==> config.mk <==
export PLATFORM = sky130hd
export DESIGN_NAME = iec_timer
export DESIGN_NICKNAME = d
export VERILOG_FILES = /design/src/include/iec_pkg.sv /design/src/logic/iec_edge_sync.sv /design/src/logic/iec_ahb_slave.sv /design/src/logic/iec_timer.sv
export SDC_FILE = /design/constraint.sdc
export NUM_CORES = 1
export LEC_CHECK = 0
export ABC_AREA = 1
export BUFFER_PORTS_ARGS = -buffer_cell sky130_fd_sc_hd__buf_2
export CAP_MARGIN = 0
export CORE_AREA = 2 2 176 178
export CTS_CLUSTER_SIZE = 28
export DETAILED_ROUTE_END_ITERATION = 16
export DIE_AREA = 0 0 178 180
export PLACE_DENSITY = 0.53
export SKIP_LAST_GASP = 1
export SYNTH_ARGS = -nofsm -noshare
export SYNTH_HDL_FRONTEND = slang
export SYNTH_HIERARCHICAL = 1
export SYNTH_SLANG_ARGS = --single-unit
export TNS_END_PERCENT = 20
==> constraint.sdc <==
create_clock -name sys_clk -period 1.7 [get_ports sys_clk]
set_input_delay 0.085 -clock sys_clk [delete_from_list [all_inputs] [get_ports sys_clk]]
set_output_delay 0.085 -clock sys_clk [all_outputs]
set_load 0.005 [all_outputs]
==> src/include/iec_pkg.sv <==
// Purpose : Shared constants, types and helpers of the interval/event counter
// Assumes : Word registers on a 32-bit AHB-Lite bus, low 12 address bits decoded
// Notes   : Control word layout follows iec_ctrl_t, enable in bit 0
package iec_pkg;

    // ------------------------------------------------------------------
    // Register offsets
    // ------------------------------------------------------------------
    localparam logic [11:0] OFS_CTRL    = 12'h000;
    localparam logic [11:0] OFS_PERIOD  = 12'h004;
    localparam logic [11:0] OFS_AUX1    = 12'h008;
    localparam logic [11:0] OFS_AUX2    = 12'h00C;
    localparam logic [11:0] OFS_AUX3    = 12'h010;
    localparam logic [11:0] OFS_COUNT   = 12'h014;
    localparam logic [11:0] OFS_OPTION  = 12'h018;
    localparam logic [11:0] OFS_MASK    = 12'h01C;

    // ------------------------------------------------------------------
    // Field layout, sizes and reset values
    // ------------------------------------------------------------------
    localparam int          AUX_N       = 3;
    localparam int          CTRL_W      = 9;
    localparam int          OVF_BIT     = 0;
    localparam logic [2:0]  MODE_INTERVAL = 3'h0;
    localparam logic [2:0]  MODE_EVENT    = 3'h1;
    localparam logic [1:0]  EDGE_NONE     = 2'h0;
    localparam logic [1:0]  EDGE_RISE     = 2'h1;
    localparam logic [1:0]  EDGE_FALL     = 2'h2;
    localparam logic [CTRL_W-1:0] CTRL_RST = 9'h000;
    localparam logic [15:0] PERIOD_RST  = 16'h0000;
    localparam logic [15:0] AUX_RST     = 16'h0000;
    localparam logic [AUX_N-1:0] MASK_RST = 3'h0;
    localparam logic [15:0] CNT_IDLE    = 16'hFFFF;
    localparam logic [15:0] CNT_ZERO    = 16'h0000;
    localparam logic [15:0] CNT_ONE     = 16'h0001;
    localparam logic [2:0]  HSIZE_WORD  = 3'h2;

    // ------------------------------------------------------------------
    // Types
    // ------------------------------------------------------------------
    typedef struct packed {
        logic [1:0] event_edge;          // Event input edge: none/rise/fall/both
        logic       capture_edge_sel_hi;
        logic       capture_edge_sel_lo;
        logic       ext_event_clock_sel;
        logic [2:0] mode_select_field;
        logic       count_enable_bit;
    } iec_ctrl_t;

    typedef struct packed {
        logic        wr;                 // One-cycle write strobe
        logic [11:0] addr;
        logic [31:0] wdata;
    } iec_bus_req_t;

    typedef enum logic [1:0] {
        IEC_IDLE,
        IEC_ARMED,
        IEC_RUN
    } iec_state_t;

    // Address compare used by write decode and read mux
    function automatic logic iec_hit(input logic [11:0] addr, input logic [11:0] ofs);
        return addr == ofs;
    endfunction

endpackage

==> src/logic/iec_edge_sync.sv <==
// Purpose : Two-stage synchroniser and edge detector for the event input pin
// Assumes : Pin is asynchronous to sys_clk and slower than half its rate
// Notes   : Pulse appears three cycles after the pin edge
`timescale 1ns/100ps
`default_nettype none
module iec_edge_sync
    import iec_pkg::*;
(
    input  wire logic       sys_clk,
    input  wire logic       rst,
    input  wire logic       pin_in,
    input  wire logic [1:0] edge_sel,
    output var  logic       edge_pulse
);

    logic sync1;
    logic sync2;
    logic sync3;

    // ------------------------------------------------------------------
    // Synchroniser chain, first stage read only by the second
    // ------------------------------------------------------------------
    always_ff @(posedge sys_clk) begin
        if (rst) begin
            sync1 <= 1'b0;
            sync2 <= 1'b0;
            sync3 <= 1'b0;
        end else begin
            sync1 <= pin_in;
            sync2 <= sync1;
            sync3 <= sync2;
        end
    end

    // Edge selection on the settled stages
    always_ff @(posedge sys_clk) begin
        if (rst) begin
            edge_pulse <= 1'b0;
        end else begin
            case (edge_sel)
                EDGE_NONE: edge_pulse <= 1'b0;
                EDGE_RISE: edge_pulse <= sync2 & ~sync3;
                EDGE_FALL: edge_pulse <= ~sync2 & sync3;
                default:   edge_pulse <= sync2 ^ sync3;
            endcase
        end
    end

endmodule
`default_nettype wire

==> src/logic/iec_ahb_slave.sv <==
// Purpose : AHB-Lite slave front end with one wait state per transfer
// Assumes : Single word transfers; hreadyout is fed back as hready
// Notes   : Writes commit at the end of the wait state, reads latch there
`timescale 1ns/100ps
`default_nettype none
module iec_ahb_slave
    import iec_pkg::*;
(
    input  wire logic         sys_clk,
    input  wire logic         rst,
    input  wire logic         hsel,
    input  wire logic [31:0]  haddr,
    input  wire logic [1:0]   htrans,
    input  wire logic         hwrite,
    input  wire logic [2:0]   hsize,
    input  wire logic [31:0]  hwdata,
    input  wire logic         hready,
    input  wire logic [31:0]  rd_data,
    output var  iec_bus_req_t bus_req,
    output var  logic [31:0]  hrdata,
    output var  logic         hreadyout,
    output var  logic         hresp
);

    logic        pend;
    logic        pend_write;
    logic [11:0] pend_addr;

    // ------------------------------------------------------------------
    // Address phase capture and wait state
    // ------------------------------------------------------------------
    always_ff @(posedge sys_clk) begin
        if (rst) begin
            pend       <= 1'b0;
            pend_write <= 1'b0;
            pend_addr  <= 12'h000;
            hreadyout  <= 1'b1;
        end else if (hready && hsel && htrans[1]) begin
            pend       <= 1'b1;
            pend_write <= hwrite && (hsize == HSIZE_WORD); // Narrow writes dropped
            pend_addr  <= {haddr[11:2], 2'b00};
            hreadyout  <= 1'b0;
        end else if (pend) begin
            pend       <= 1'b0;
            hreadyout  <= 1'b1;
        end
    end

    // Read data latched at the end of the wait state
    always_ff @(posedge sys_clk) begin
        if (rst) begin
            hrdata <= 32'h0000_0000;
        end else if (pend && !pend_write) begin
            hrdata <= rd_data;
        end
    end

    // Response is always OKAY
    always_ff @(posedge sys_clk) begin
        if (rst) begin
            hresp <= 1'b0;
        end else begin
            hresp <= 1'b0;
        end
    end

    // Write strobe toward the register file
    assign bus_req.wr    = pend && pend_write;
    assign bus_req.addr  = pend_addr;
    assign bus_req.wdata = hwdata;

endmodule
`default_nettype wire

==> src/logic/iec_timer.sv <==
// Purpose : 16-bit interval timer and external event counter with AHB registers
// Assumes : Internal count clock is sys_clk; event pin is asynchronous
// Notes   : Modes other than interval and event count leave the counter idle
//
// Behaviour
// Zero period: match every tick, count stays zero
// Full period clears at FFFFH without overflow
// Period write reaches buffer at once
// Lowered period wraps through FFFFH first
// Software stops counting before lowering period
// Aux below period: irq and toggle once per cycle
// Aux above period: no irq, output held
// Mode 001 counts event edges, no period output
// Event start: FFFFH to zero, load buffer
// Event match clears counter, raises irq
// Aux buffers and irqs work in event mode
// External clock only on event pin, capture off
// Software never sets zero period in event mode
// Interval mode plus event clock for output
// Event mode full period: no overflow flag
// Event mode lowered period wraps around
// Capture and option settings ignored in event mode
// Mode 000 counts the count clock
// Interval match clears, toggles, raises irq
// Enable low holds counter idle
//
// Decided for this implementation: the AHB-Lite interface to the registers and the placing of the registers.
`timescale 1ns/100ps
`default_nettype none
module iec_timer
    import iec_pkg::*;
(
    input  wire logic              sys_clk,
    input  wire logic              rst,
    input  wire logic              hsel,
    input  wire logic [31:0]       haddr,
    input  wire logic [1:0]        htrans,
    input  wire logic              hwrite,
    input  wire logic [2:0]        hsize,
    input  wire logic [31:0]       hwdata,
    input  wire logic              hready,
    output var  logic [31:0]       hrdata,
    output var  logic              hreadyout,
    output var  logic              hresp,
    input  wire logic              trigger_event_input,
    output var  logic              period_toggle_out,
    output var  logic [AUX_N-1:0]  aux_toggle_out,
    output var  logic              period_match_irq,
    output var  logic [AUX_N-1:0]  aux_match_irq,
    output var  logic              overflow_irq
);

    iec_bus_req_t                 bus_req;
    iec_ctrl_t                    ctrl;
    iec_state_t                   state;
    logic [15:0]                  period_compare_reg;
    logic [AUX_N-1:0][15:0]       aux_compare_regs;
    logic [15:0]                  period_buf;
    logic [AUX_N-1:0][15:0]       aux_buf;
    logic [15:0]                  cnt;
    logic                         overflow_flag;
    logic [AUX_N-1:0]             aux_match_mask_flags;
    logic [31:0]                  rd_data;
    logic                         ev_edge;
    logic                         is_interval;
    logic                         is_event;
    logic                         tick;
    logic                         start;
    logic                         step;
    logic                         period_hit;
    logic                         wrap;
    logic [AUX_N-1:0]             aux_hit;
    logic                         wr_period;
    logic [AUX_N-1:0]             wr_aux;
    logic [15:0]                  next_period;
    logic [AUX_N-1:0][15:0]       next_aux;

    // ------------------------------------------------------------------
    // Bus front end and event input
    // ------------------------------------------------------------------
    iec_ahb_slave u_bus (
        .sys_clk   (sys_clk),
        .rst       (rst),
        .hsel      (hsel),
        .haddr     (haddr),
        .htrans    (htrans),
        .hwrite    (hwrite),
        .hsize     (hsize),
        .hwdata    (hwdata),
        .hready    (hready),
        .rd_data   (rd_data),
        .bus_req   (bus_req),
        .hrdata    (hrdata),
        .hreadyout (hreadyout),
        .hresp     (hresp)
    );

    iec_edge_sync u_event (
        .sys_clk    (sys_clk),
        .rst        (rst),
        .pin_in     (trigger_event_input),
        .edge_sel   (ctrl.event_edge),
        .edge_pulse (ev_edge)
    );

    // ------------------------------------------------------------------
    // Count step selection
    // ------------------------------------------------------------------
    assign is_interval = ctrl.mode_select_field == MODE_INTERVAL;
    assign is_event    = ctrl.mode_select_field == MODE_EVENT;
    // Capture edge bits and option register feed nothing here
    assign tick = is_interval ? (ctrl.ext_event_clock_sel ? ev_edge : 1'b1)
                : (is_event ? ev_edge : 1'b0);
    assign start      = (state == IEC_ARMED) && ctrl.count_enable_bit && tick;
    assign step       = (state == IEC_RUN) && ctrl.count_enable_bit && tick;
    assign period_hit = step && (cnt == period_buf);
    assign wrap       = step && !period_hit && (cnt == CNT_IDLE);

    // Aux channel compare against its buffer
    always_comb begin
        for (int k = 0; k < AUX_N; k++) begin
            aux_hit[k] = step && (cnt == aux_buf[k]);
        end
    end

    // Write decode with the value about to be stored
    always_comb begin
        wr_period   = bus_req.wr && iec_hit(bus_req.addr, OFS_PERIOD);
        next_period = wr_period ? bus_req.wdata[15:0] : period_compare_reg;
        wr_aux[0]   = bus_req.wr && iec_hit(bus_req.addr, OFS_AUX1);
        wr_aux[1]   = bus_req.wr && iec_hit(bus_req.addr, OFS_AUX2);
        wr_aux[2]   = bus_req.wr && iec_hit(bus_req.addr, OFS_AUX3);
        for (int k = 0; k < AUX_N; k++) begin
            next_aux[k] = wr_aux[k] ? bus_req.wdata[15:0] : aux_compare_regs[k];
        end
    end

    // ------------------------------------------------------------------
    // Software registers
    // ------------------------------------------------------------------
    always_ff @(posedge sys_clk) begin
        if (rst) begin
            ctrl                 <= iec_ctrl_t'(CTRL_RST);
            period_compare_reg   <= PERIOD_RST;
            aux_compare_regs     <= {AUX_N{AUX_RST}};
            aux_match_mask_flags <= MASK_RST;
        end else begin
            if (bus_req.wr && iec_hit(bus_req.addr, OFS_CTRL)) begin
                ctrl <= iec_ctrl_t'(bus_req.wdata[CTRL_W-1:0]);
            end
            if (bus_req.wr && iec_hit(bus_req.addr, OFS_MASK)) begin
                aux_match_mask_flags <= bus_req.wdata[AUX_N-1:0];
            end
            period_compare_reg <= next_period;
            aux_compare_regs   <= next_aux;
        end
    end

    // Overflow flag, write one to clear, a new wrap wins
    always_ff @(posedge sys_clk) begin
        if (rst) begin
            overflow_flag <= 1'b0;
        end else if (wrap) begin
            overflow_flag <= 1'b1;
        end else if (bus_req.wr && iec_hit(bus_req.addr, OFS_OPTION)
                     && bus_req.wdata[OVF_BIT]) begin
            overflow_flag <= 1'b0;
        end
    end

    // Read mux; count reads zero unless running
    always_comb begin
        rd_data = 32'h0000_0000;
        if (iec_hit(bus_req.addr, OFS_CTRL)) begin
            rd_data[CTRL_W-1:0] = ctrl;
        end else if (iec_hit(bus_req.addr, OFS_PERIOD)) begin
            rd_data[15:0] = period_compare_reg;
        end else if (iec_hit(bus_req.addr, OFS_AUX1)) begin
            rd_data[15:0] = aux_compare_regs[0];
        end else if (iec_hit(bus_req.addr, OFS_AUX2)) begin
            rd_data[15:0] = aux_compare_regs[1];
        end else if (iec_hit(bus_req.addr, OFS_AUX3)) begin
            rd_data[15:0] = aux_compare_regs[2];
        end else if (iec_hit(bus_req.addr, OFS_COUNT)) begin
            rd_data[15:0] = (state == IEC_RUN) ? cnt : CNT_ZERO;
        end else if (iec_hit(bus_req.addr, OFS_OPTION)) begin
            rd_data[OVF_BIT] = overflow_flag;
        end else if (iec_hit(bus_req.addr, OFS_MASK)) begin
            rd_data[AUX_N-1:0] = aux_match_mask_flags;
        end
    end

    // ------------------------------------------------------------------
    // Run control
    // ------------------------------------------------------------------
    always_ff @(posedge sys_clk) begin
        if (rst) begin
            state <= IEC_IDLE;
        end else begin
            case (state)
                IEC_IDLE: begin
                    if (ctrl.count_enable_bit) begin
                        state <= IEC_ARMED;
                    end
                end
                IEC_ARMED: begin
                    if (!ctrl.count_enable_bit) begin
                        state <= IEC_IDLE;
                    end else if (tick) begin
                        state <= IEC_RUN;
                    end
                end
                IEC_RUN: begin
                    if (!ctrl.count_enable_bit) begin
                        state <= IEC_IDLE;
                    end
                end
                default: state <= IEC_IDLE;
            endcase
        end
    end

    // Counter: idle at FFFFH, first tick clears, match clears
    always_ff @(posedge sys_clk) begin
        if (rst) begin
            cnt <= CNT_IDLE;
        end else if (!ctrl.count_enable_bit || state == IEC_IDLE) begin
            cnt <= CNT_IDLE;
        end else if (start || period_hit) begin
            cnt <= CNT_ZERO;
        end else if (step) begin
            cnt <= cnt + CNT_ONE;
        end
    end

    // Compare buffers: loaded at start and on any write while enabled
    always_ff @(posedge sys_clk) begin
        if (rst) begin
            period_buf <= PERIOD_RST;
            aux_buf    <= {AUX_N{AUX_RST}};
        end else begin
            if (start || (wr_period && ctrl.count_enable_bit)) begin
                period_buf <= next_period;
            end
            for (int k = 0; k < AUX_N; k++) begin
                if (start || (wr_aux[k] && ctrl.count_enable_bit)) begin
                    aux_buf[k] <= next_aux[k];
                end
            end
        end
    end

    // ------------------------------------------------------------------
    // Outputs and interrupt pulses
    // ------------------------------------------------------------------
    always_ff @(posedge sys_clk) begin
        if (rst) begin
            period_toggle_out <= 1'b0;
        end else if (is_interval && (start || period_hit)) begin
            period_toggle_out <= ~period_toggle_out;
        end
    end

    // Aux outputs toggle only where timer output is allowed
    always_ff @(posedge sys_clk) begin
        if (rst) begin
            aux_toggle_out <= '0;
        end else if (is_interval) begin
            aux_toggle_out <= aux_toggle_out ^ aux_hit;
        end
    end

    // One-cycle interrupt pulses
    always_ff @(posedge sys_clk) begin
        if (rst) begin
            period_match_irq <= 1'b0;
            aux_match_irq    <= '0;
            overflow_irq     <= 1'b0;
        end else begin
            period_match_irq <= period_hit;
            aux_match_irq    <= aux_hit & ~aux_match_mask_flags;
            overflow_irq     <= wrap;
        end
    end
endmodule
`default_nettype wire

==> results of run 1 <==
[critical path: stages, from the launching register on]
cell	delay (ns)
dfxtp_2	0.33
nor2_4	0.13
nand3_4	0.12
nor2_8	0.16
buf_6	0.13
nand2_8	0.09
inv_12	0.11
nand2_8	0.08
buf_4	0.14
buf_4	0.13
a21oi_2	0.23
a21oi_2	0.09
[layout make-up]
type	instances	area share, %
Tap cell	396	3.56
Sequential cell	217	31.4
Clock inverter	8	0.692
Clock buffer	37	5.11
Timing Repair Buffer	265	15.9
Multi-Input combinational cell	959	40.0
Inverter	112	3.27
Timing Repair inverter	1	0.0629
[metal layers]
| metal | up-vias | share of wire (%) |
|---|---|---|
| met5 | - | 0 |
| met4 | 0 | 2.8 |
| met3 | 46 | 6.0 |
| met2 | 307 | 45 |
| met1 | 4438 | 46 |
| li1 | 4832 | - |
[through the flow]
step                      setup TNS, ns  setup WS (ns)  hold WS (ns)  instances
after floorplan                       0        0.00228         0.156       1387
after global placement            -9.43         -0.236         0.309       1903
after detailed placement         -13.08         -0.268         0.317       1903
after CTS                         -5.62         -0.121        0.0384       1986
after global routing             -20.51         -0.259        0.0502       1995
final                             -5.58         -0.144        0.0675       1995
[timing repair]
action,4_1_cts,5_1_grt
pin swaps,32,27
gates resized for setup,101,107
buffers inserted,6,6
setup endpoints to repair,165,177
hold buffers,30,0
hold endpoints to repair,57,0
gates cloned,3,5
[power groups by stage]
| stage | Clock (uW) | Sequential, uW | Combinational, uW |
|---|---|---|---|
| after detailed placement | 0 | 5270 | 528 |
| final | 5320 | 5160 | 625 |
| after global routing | 5650 | 5160 | 687 |
| after CTS | 5440 | 5160 | 613 |
| after global placement | 0 | 5270 | 525 |
| after floorplan | 0 | 5270 | 348 |
[cells in the final DEF, fill, tap and decap left out, types with 9 or more instances in the layout]
cell           instances
a21oi_2               20
nor2_4                 9
o21ai_0               53
buf_4                115
mux2i_1               14
buf_2                 79
dlygate4sd3_1         30
nand3_1               49
xnor2_1               31
dfxtp_1              206
clkbuf_16             30
nor3_2                10
nand4_1               20
inv_1                 92
inv_2                 11
xor2_1                24
nand3_2                9
nand2_1              207
buf_6                 22
buf_12                14
nand2_4               10
o21ai_2               30
conb_1                19
nand2_2               12
o21ai_1               98
a21oi_1               72
nor3_1                11
nor2_1               197
[worst min path at each step]
stage                   startpoint                         endpoint  slack (ns)  cells past startpoint
6_report                 hwdata[3]             ctrl[3]$_SDFFE_PP0P_        0.07                      3
3_3_place_gp   trigger_event_input         u_event/sync1$_SDFF_PP0_        0.31                      3
5_1_grt                  hwdata[3]  aux_compare_regs[35]$_SDFF_PP0_        0.05                      3
3_5_place_dp              haddr[2]  u_bus/pend_addr[2]$_SDFFE_PP0P_        0.32                      3
4_1_cts                  hwdata[3]  aux_compare_regs[35]$_SDFF_PP0_        0.04                      3
2_1_floorplan                  rst         u_event/sync1$_SDFF_PP0_        0.16                      1
==> flow_metrics.tcl, run 1 <==
set metrics [dict create \
    first_pass_iters 5 \
    routed_wl_um 34100 \
    regArea_um2 4370 \
    rrSetupSlack_ns -0.14 \
    drt-initial-drc-count 646 \
    power_frac_clock_pct 47.9 \
    power_switching_uw 2560 \
    p_seq_share_pct 46.4 \
    numClockSinks 217 \
    worst_pin_slew_ns 0.554 \
    synth_area_um2 10200 \
    gp_congestion 0.882 \
    grt_pass1_wl_um 51200 \
    globalRoute.busiestLayer "met2" \
    use_met1_pct 29.1 \
    finalHoldViolCount 0 \
    grt_pass1_vias 9100 \
    cts-root-buf "clkbuf_16" \
    layout_setup_ws_ns -0.144 \
    met3_usage_pct 2.35 \
    clock_latency_ns 0.52 \
    die_w_um 178 \
    num_rows 64 \
    crit_start "u_bus/pend_addr[10]$_SDFFE_PP0P_" \
    rsz0062_at_grt "true" \
    cp-end-kind "register" \
    status "complete, but fails checks" \
    finalCriticalPeriod_ns 1.84 \
    track_usage_pct 20.6 \
    antenna_left 0 \
    p_int_uw 8550 \
    antennaDiodeCount 0 \
    fp.dieH_um 180 \
    met2_usage_pct 32.7 \
    drc 0 \
    vdd_drop_max_uv 795 \
    cp.required_ns 2.10 \
    synth_area_per_cell_um2 7.48 \
    htree_levels 1 \
    multi_input_area_um2 5570 \
    start_util_pct 33.9 \
    arrival_ns 2.25 \
    cts.clk_slew.worst_paths_ns 0.06 \
    fin_skew_ns 0.00845 \
    cts_buffer_depth 3 \
    design_area_um2 13900 \
    criticalPathCategory "register to register" \
    fmax_mhz 542 \
    top_regs "aux_buf x48, aux_compare_regs x48, u_bus/hrdata x32" \
    setup_violations 108 \
    place_area_um2 11800 \
    final.fill_count 3002 \
    grt_remaining_overflow 0 \
    port_buffers 77 \
    power_density_nw_per_um2 798 \
    antenna_found_initial 0 \
    cts_tree "yes" \
    syn_inst 1370 \
    io_pins 118 \
    start_kind "register" \
    crit_end "aux_buf[33]$_SDFFE_PP0P_" \
    place_hpwl_um 24600 \
    worstReg2RegEnd "aux_buf[33]$_SDFFE_PP0P_" \
    timing.final.crit_share_pct 108 \
    power.total_uw 11100 \
    ys_warn_count 6 \
    worstRegToRegCells 11 \
    dieArea_um2 32000 \
    critPathMaxFanout 7 \
    hold_class "input pin to register" \
    failed_checks "setup timing" \
    swShare_pct 23.0 \
    slew_viol_final 0 \
    comb_power_share_pct 5.6 \
    layout.nets 1659 \
    fin_util_pct 46.1 \
    core-area_um2 30200 \
    wl_per_cell_um 17.1 \
    via_count 9623 \
    r2r-start "u_bus/pend_addr[10]$_SDFFE_PP0P_" \
    max_slew_margin_pct 63.0 \
    vias_per_cell 4.82 \
    total_leakage_power_uw 0.00624 \
    drive_gt1_share_pct 28.5 \
    max_cap_violations 0 \
    grt_max_degree 82 \
    cts_buffers 25 \
    syn_to_final_growth_pct 35.9 \
]
Power figures use the tool's default switching activity.
==> inputs of run 2 (changes only) <==
--- a/config.mk
+++ b/config.mk
@@ -5,13 +5,12 @@
 export SDC_FILE = /design/constraint.sdc
 export NUM_CORES = 1
 export LEC_CHECK = 0
-export ABC_AREA = 1
 export BUFFER_PORTS_ARGS = -buffer_cell sky130_fd_sc_hd__buf_2
 export CAP_MARGIN = 0
-export CORE_AREA = 2 2 176 178
+export CORE_AREA = 2 2 171 173
 export CTS_CLUSTER_SIZE = 28
 export DETAILED_ROUTE_END_ITERATION = 16
-export DIE_AREA = 0 0 178 180
+export DIE_AREA = 0 0 173 175
 export PLACE_DENSITY = 0.53
 export SKIP_LAST_GASP = 1
 export SYNTH_ARGS = -nofsm -noshare
==> run 2 against run 1 <==
The flow still finishes with violations (setup timing); die area is 5.5% lower; routed wire length down 3.4%; synthesized area down 5.5%; combinational power grew 2%; synthesized cell count is 21% lower; register-to-register slack got worse by 0.13 ns; sequential power decreased by 0.8%; design area is 1.7% lower; largest cell class unchanged; highest routed layer unchanged.
==> flow_metrics.tcl, run 2 <==
set metrics [dict create \
    final_common_cell "dfxtp_1" \
    finalCriticalPeriod_ns 1.97 \
    globalRoute.busiestLayer "met2" \
    cts_buffers 26 \
    crit_chain "nor4_4 > buf_6 > buf_6 > nand4_1 > o21ai_4 > clkbuf_16 > nor2_1 > a211oi_1" \
    drive_gt1_share_pct 32.1 \
    timing.final.crit_share_pct 116 \
    criticalPathCategory "register to register" \
    gp_congestion 0.866 \
    hold_class "input pin to register" \
    synth_area_per_cell_um2 8.97 \
    clock_latency_ns 0.53 \
    start_kind "register" \
    cts-root-buf "clkbuf_16" \
    place_area_um2 11400 \
    fmax_mhz 508 \
    status "complete, but fails checks" \
    synth_area_um2 9670 \
    design_area_um2 13700 \
    via_count 8556 \
    finalHoldViolCount 0 \
    cpPeakStageDelay_ns 0.34 \
    crit_start "u_bus/pend_addr[5]$_SDFFE_PP0P_" \
    first_pass_iters 4 \
    holdPathEnd "u_bus/pend$_SDFF_PP0_" \
    cp_common_cell "buf_6" \
    dieArea_um2 30300 \
    track_usage_pct 20.7 \
    rsz0062_at_grt "true" \
    vias_per_cell 5.02 \
    setup_violations 175 \
    final_cell_mix "dfxtp_1 (198), nor2_1 (162), buf_4 (118)" \
    place_hpwl_um 22700 \
    slowest_stage "o21ai_4" \
    numClockSinks 217 \
    cts_tree "yes" \
    antenna_left 0 \
    io_pins 118 \
    min_from "htrans[1]" \
    layout.nets 1380 \
    cts.clk_slew.worst_paths_ns 0.06 \
    regArea_um2 4400 \
    fin_util_pct 48.2 \
    arrival_ns 2.40 \
    ys_warn_count 6 \
    drc 0 \
    pre_cts_ws_ns -0.412 \
    multi_input_area_um2 5350 \
    wl_per_cell_um 19.3 \
    grt_max_degree 81 \
    critPathBufInv 3 \
    fin_skew_ns 0.0118 \
    grt_remaining_overflow 0 \
    max_cap_violations 0 \
    routed_wl_um 33000 \
    syn_inst 1079 \
    rrSetupSlack_ns -0.27 \
    cts_buffer_depth 3 \
    met3_usage_pct 2.74 \
    critPathMaxFanout 7 \
    worstRegToRegCells 8 \
    cp_top_family "compound AO/OA/AOI/OAI gates" \
    fin_hold_ws_ns 0.113 \
    drt-initial-drc-count 510 \
    antenna_found_initial 0 \
    power_density_nw_per_um2 886 \
    met2_usage_pct 34.2 \
    fp.dieH_um 175 \
    num_rows 62 \
    antennaDiodeCount 0 \
    failed_checks "setup timing" \
    vdd_drop_max_uv 664 \
    grt_pass1_wl_um 48800 \
    syn_to_final_growth_pct 41.5 \
    r2r-start "u_bus/pend_addr[5]$_SDFFE_PP0P_" \
    hold_depth 3 \
    use_met1_pct 27.4 \
    cp-end-kind "register" \
    die_w_um 173 \
    top_regs "aux_buf x48, aux_compare_regs x48, u_bus/hrdata x32" \
    worstReg2RegEnd "aux_buf[45]$_SDFFE_PP0P_" \
    final.fill_count 2721 \
    slew_viol_final 0 \
    layout_setup_ws_ns -0.270 \
    start_util_pct 34.1 \
    htree_levels 1 \
    cp.required_ns 2.13 \
    port_buffers 77 \
    core-area_um2 28400 \
    grt_pass1_vias 8186 \
    total_leakage_power_uw 0.00565 \
]
## run 2: worst max path at each step
stage | endpoint | cells past startpoint
5_1_grt | aux_buf[45]$_SDFFE_PP0P_ | 8
2_1_floorplan | u_bus/hrdata[7]$_SDFFE_PP0P_ | 8
3_3_place_gp | aux_toggle_out[0]$_SDFFE_PP0P_ | 8
3_5_place_dp | aux_toggle_out[0]$_SDFFE_PP0P_ | 7
4_1_cts | aux_toggle_out[0]$_SDFFE_PP0P_ | 7
6_report | aux_buf[45]$_SDFFE_PP0P_ | 8
## run 2: where the power goes
part / switching [uW] / internal [uW]
logic: 364 / 273
clock network: 2220 / 4150
registers: 21.0 / 5090
total: 2610 / 9510
## run 2: what timing repair did
action / in CTS / in global routing
endpoints found under the hold margin: 73 / 0
pin swaps: 54 / 30
endpoints found under the setup margin: 179 / 182
hold buffers: 30 / 0
gates cloned: 4 / 4
resized for setup: 138 / 52
buffers inserted: 17 / 12
## run 2: metal layers
metal / vias to the layer above / wire length, um
met5: - / 0
met4: 0 / 1400
met3: 63 / 1560
met2: 227 / 15200
met1: 4099 / 14900
li1: 4167 / -
## run 2: final cells by class
class                      count  share of cell area, %
tap                          384                   3.51
sequential                   217                   32.1
inverter                      10                  0.274
multi-input combinational    767                   39.1
clock buffer                  38                   5.82
timing repair buffer         280                   17.7
clock inverter                10                   1.50
## run 2: stage by stage
stage / total power [uW] / instances / TNS, ns
2_1_floorplan: 5540 / 1096 / -7.64
3_3_place_gp: 5720 / 1602 / -22.19
3_5_place_dp: 5720 / 1602 / -24.38
4_1_cts: 12200 / 1694 / -22.58
5_1_grt: 12500 / 1706 / -36.06
6_report: 12100 / 1706 / -20.83
## run 2: worst register-to-register path, delay by kind of cell (launching register included)
family / cells / cell delay [ns]
simple gates: 3 / 0.51
compound gates: 2 / 0.54
buf+inv: 3 / 0.51
flops: 1 / 0.33
==> inputs of run 3 (changes only) <==
--- a/config.mk
+++ b/config.mk
@@ -12,6 +12,7 @@
 export DETAILED_ROUTE_END_ITERATION = 16
 export DIE_AREA = 0 0 173 175
 export PLACE_DENSITY = 0.53
+export SETUP_SLACK_MARGIN = 0.1
 export SKIP_LAST_GASP = 1
 export SYNTH_ARGS = -nofsm -noshare
 export SYNTH_HDL_FRONTEND = slang
==> run 3 against run 2 <==
The run still ends with setup timing left; non-clock buffer count rose by 4; critical path type unchanged; hold slack got worse by 0.0045 ns; highest routed layer unchanged; clock-buffer cell count fell by 4; critical endpoint is now aux_toggle_out[1]$_SDFFE_PP0P_.
==> flow_metrics.tcl, run 3 (synthesis results as in run 2) <==
set metrics [dict create \
    status "complete, but fails checks" \
    failed_checks "setup timing" \
    final.fill_count 2743 \
    via_count 8520 \
    grt_max_degree 91 \
    start_kind "register" \
    timing.final.crit_share_pct 120 \
    multi_input_area_um2 5540 \
    grt_pass1_vias 8314 \
    syn_to_final_growth_pct 42.4 \
    clock_latency_ns 0.54 \
    power_frac_clock_pct 48.0 \
    hold_class "input pin to register" \
    antenna_left 0 \
    power_switching_uw 2600 \
    top_regs "aux_buf x48, aux_compare_regs x48, u_bus/hrdata x32" \
    hold_depth 3 \
    first_pass_iters 4 \
    wl_per_cell_um 18.6 \
    routed_wl_um 31800 \
    finalHoldViolCount 0 \
    cp-end-kind "register" \
    place_area_um2 11500 \
    pre_cts_ws_ns -0.575 \
    power_density_nw_per_um2 811 \
    cts_buffers 26 \
    vias_per_cell 5.00 \
    globalRoute.busiestLayer "met2" \
    final_common_cell "dfxtp_1" \
    worstRegToRegCells 7 \
    arrival_ns 2.52 \
    holdPathEnd "u_bus/pend$_SDFF_PP0_" \
    swShare_pct 23.3 \
    port_buffers 77 \
    final_cell_mix "dfxtp_1 (199), nor2_1 (163), buf_4 (122)" \
    fmax_mhz 490 \
    r2r-start "cnt[4]$_SDFFE_PP1P_" \
    layout.nets 1384 \
    design_area_um2 13800 \
    total_leakage_power_uw 0.00555 \
    met2_usage_pct 34.4 \
    use_met1_pct 26.1 \
    vdd_drop_max_uv 505 \
    finalCriticalPeriod_ns 2.04 \
    rrSetupSlack_ns -0.34 \
    comb_power_share_pct 6.1 \
    slew_viol_final 0 \
    num_rows 62 \
    drt-initial-drc-count 496 \
    htree_levels 1 \
    place_hpwl_um 22200 \
    cts_tree "yes" \
    cts.clk_slew.worst_paths_ns 0.06 \
    io_pins 118 \
    grt_remaining_overflow 0 \
    cts-root-buf "clkbuf_16" \
    setup_violations 176 \
    min_from "htrans[1]" \
    start_util_pct 34.1 \
    critPathMaxFanout 4 \
    p_int_uw 8580 \
    drive_gt1_share_pct 33.4 \
    antenna_found_initial 0 \
    criticalPathCategory "register to register" \
    grt_pass1_wl_um 48300 \
    gp_congestion 0.903 \
    core-area_um2 28400 \
    numClockSinks 217 \
    antennaDiodeCount 0 \
    rsz0062_at_grt "true" \
    cts_buffer_depth 3 \
    die_w_um 173 \
    layout_setup_ws_ns -0.339 \
    regArea_um2 4370 \
    cp.required_ns 2.18 \
    met3_usage_pct 2.92 \
    max_cap_violations 0 \
    track_usage_pct 20.5 \
    worstReg2RegEnd "aux_toggle_out[1]$_SDFFE_PP0P_" \
    drc 0 \
    dieArea_um2 30300 \
    p_seq_share_pct 45.9 \
    fin_skew_ns 0.0213 \
    fp.dieH_um 175 \
]
[run 3: cell count changes in the layout (fill, tap and decap cells not counted), sizes merged]
cell | before | now
buf | 247 | 251
bufinv | 6 | 1
clkbuf | 41 | 37
clkinv | 2 | 5
inv | 10 | 11
[run 3: cell type report]
class | count | share of cell area (%)
Clock buffer | 34 | 5.30
Clock inverter | 9 | 0.681
Inverter | 10 | 0.272
Multi-Input combinational cell | 767 | 40.2
Sequential cell | 217 | 31.7
Tap cell | 384 | 3.49
Timing Repair Buffer | 284 | 18.3
[run 3: metal layers]
metal  vias to the layer above  part of all wire, %
met5                         -                    0
met4                         0                  4.8
met3                        70                  4.5
met2                       217                   47
met1                      4056                   44
li1                       4177                    -
[run 3: metrics by stage]
stage | utilization (%) | power, uW | TNS (ns) | cells | hold slack [ns]
after detailed placement | 40.4 | 5740 | -30.06 | 1604 | 0.304
after CTS | 47.1 | 11300 | -26.47 | 1697 | 0.101
after floorplan | - | 5540 | -6.56 | 1096 | 0.152
after global routing | 48.5 | 11600 | -44.93 | 1705 | 0.140
final | 48.5 | 11200 | -27.54 | 1705 | 0.109
after global placement | 40.4 | 5740 | -26.50 | 1604 | 0.304
[run 3: critical path, stage by stage, from the launching register on]
cell and delay (ns):
dfxtp_2 0.32, buf_12 0.13, xor2_1 0.17, nor4_2 0.33, nand4_1 0.21, buf_4 0.19
or4_1 0.50, a21oi_1 0.13
[run 3: worst max-delay path by stage]
| stage | start | end | slack, ns | depth (start not counted) |
|---|---|---|---|---|
| floorplan | u_bus/pend_addr[5]$_SDFFE_PP0P_ | period_buf[15]$_SDFFE_PP0P_ | -0.09 | 7 |
| global placement | u_bus/pend_addr[5]$_SDFFE_PP0P_ | u_bus/hrdata[9]$_SDFFE_PP0P_ | -0.55 | 9 |
| detailed placement | u_bus/pend_addr[5]$_SDFFE_PP0P_ | u_bus/hrdata[9]$_SDFFE_PP0P_ | -0.58 | 9 |
| CTS | cnt[4]$_SDFFE_PP1P_ | aux_toggle_out[1]$_SDFFE_PP0P_ | -0.27 | 7 |
| global route | cnt[4]$_SDFFE_PP1P_ | aux_toggle_out[1]$_SDFFE_PP0P_ | -0.43 | 7 |
| finish | cnt[4]$_SDFFE_PP1P_ | aux_toggle_out[1]$_SDFFE_PP0P_ | -0.34 | 7 |
[run 3: power groups by stage]
stage	Sequential, uW	Combinational [uW]	Clock (uW)
2_1_floorplan	5240	296	0
3_3_place_gp	5240	498	0
3_5_place_dp	5240	500	0
4_1_cts	5130	652	5470
5_1_grt	5130	729	5700
6_report	5130	683	5370
[run 3: repair_timing]
item / 4_1_cts / 5_1_grt
endpoints found under the hold margin: 83 / 0
setup endpoints to repair: 182 / 182
setup buffers: 19 / 6
gates cloned: 4 / 3
pin swaps: 37 / 38
resized for setup: 124 / 74
hold buffers: 30 / 0
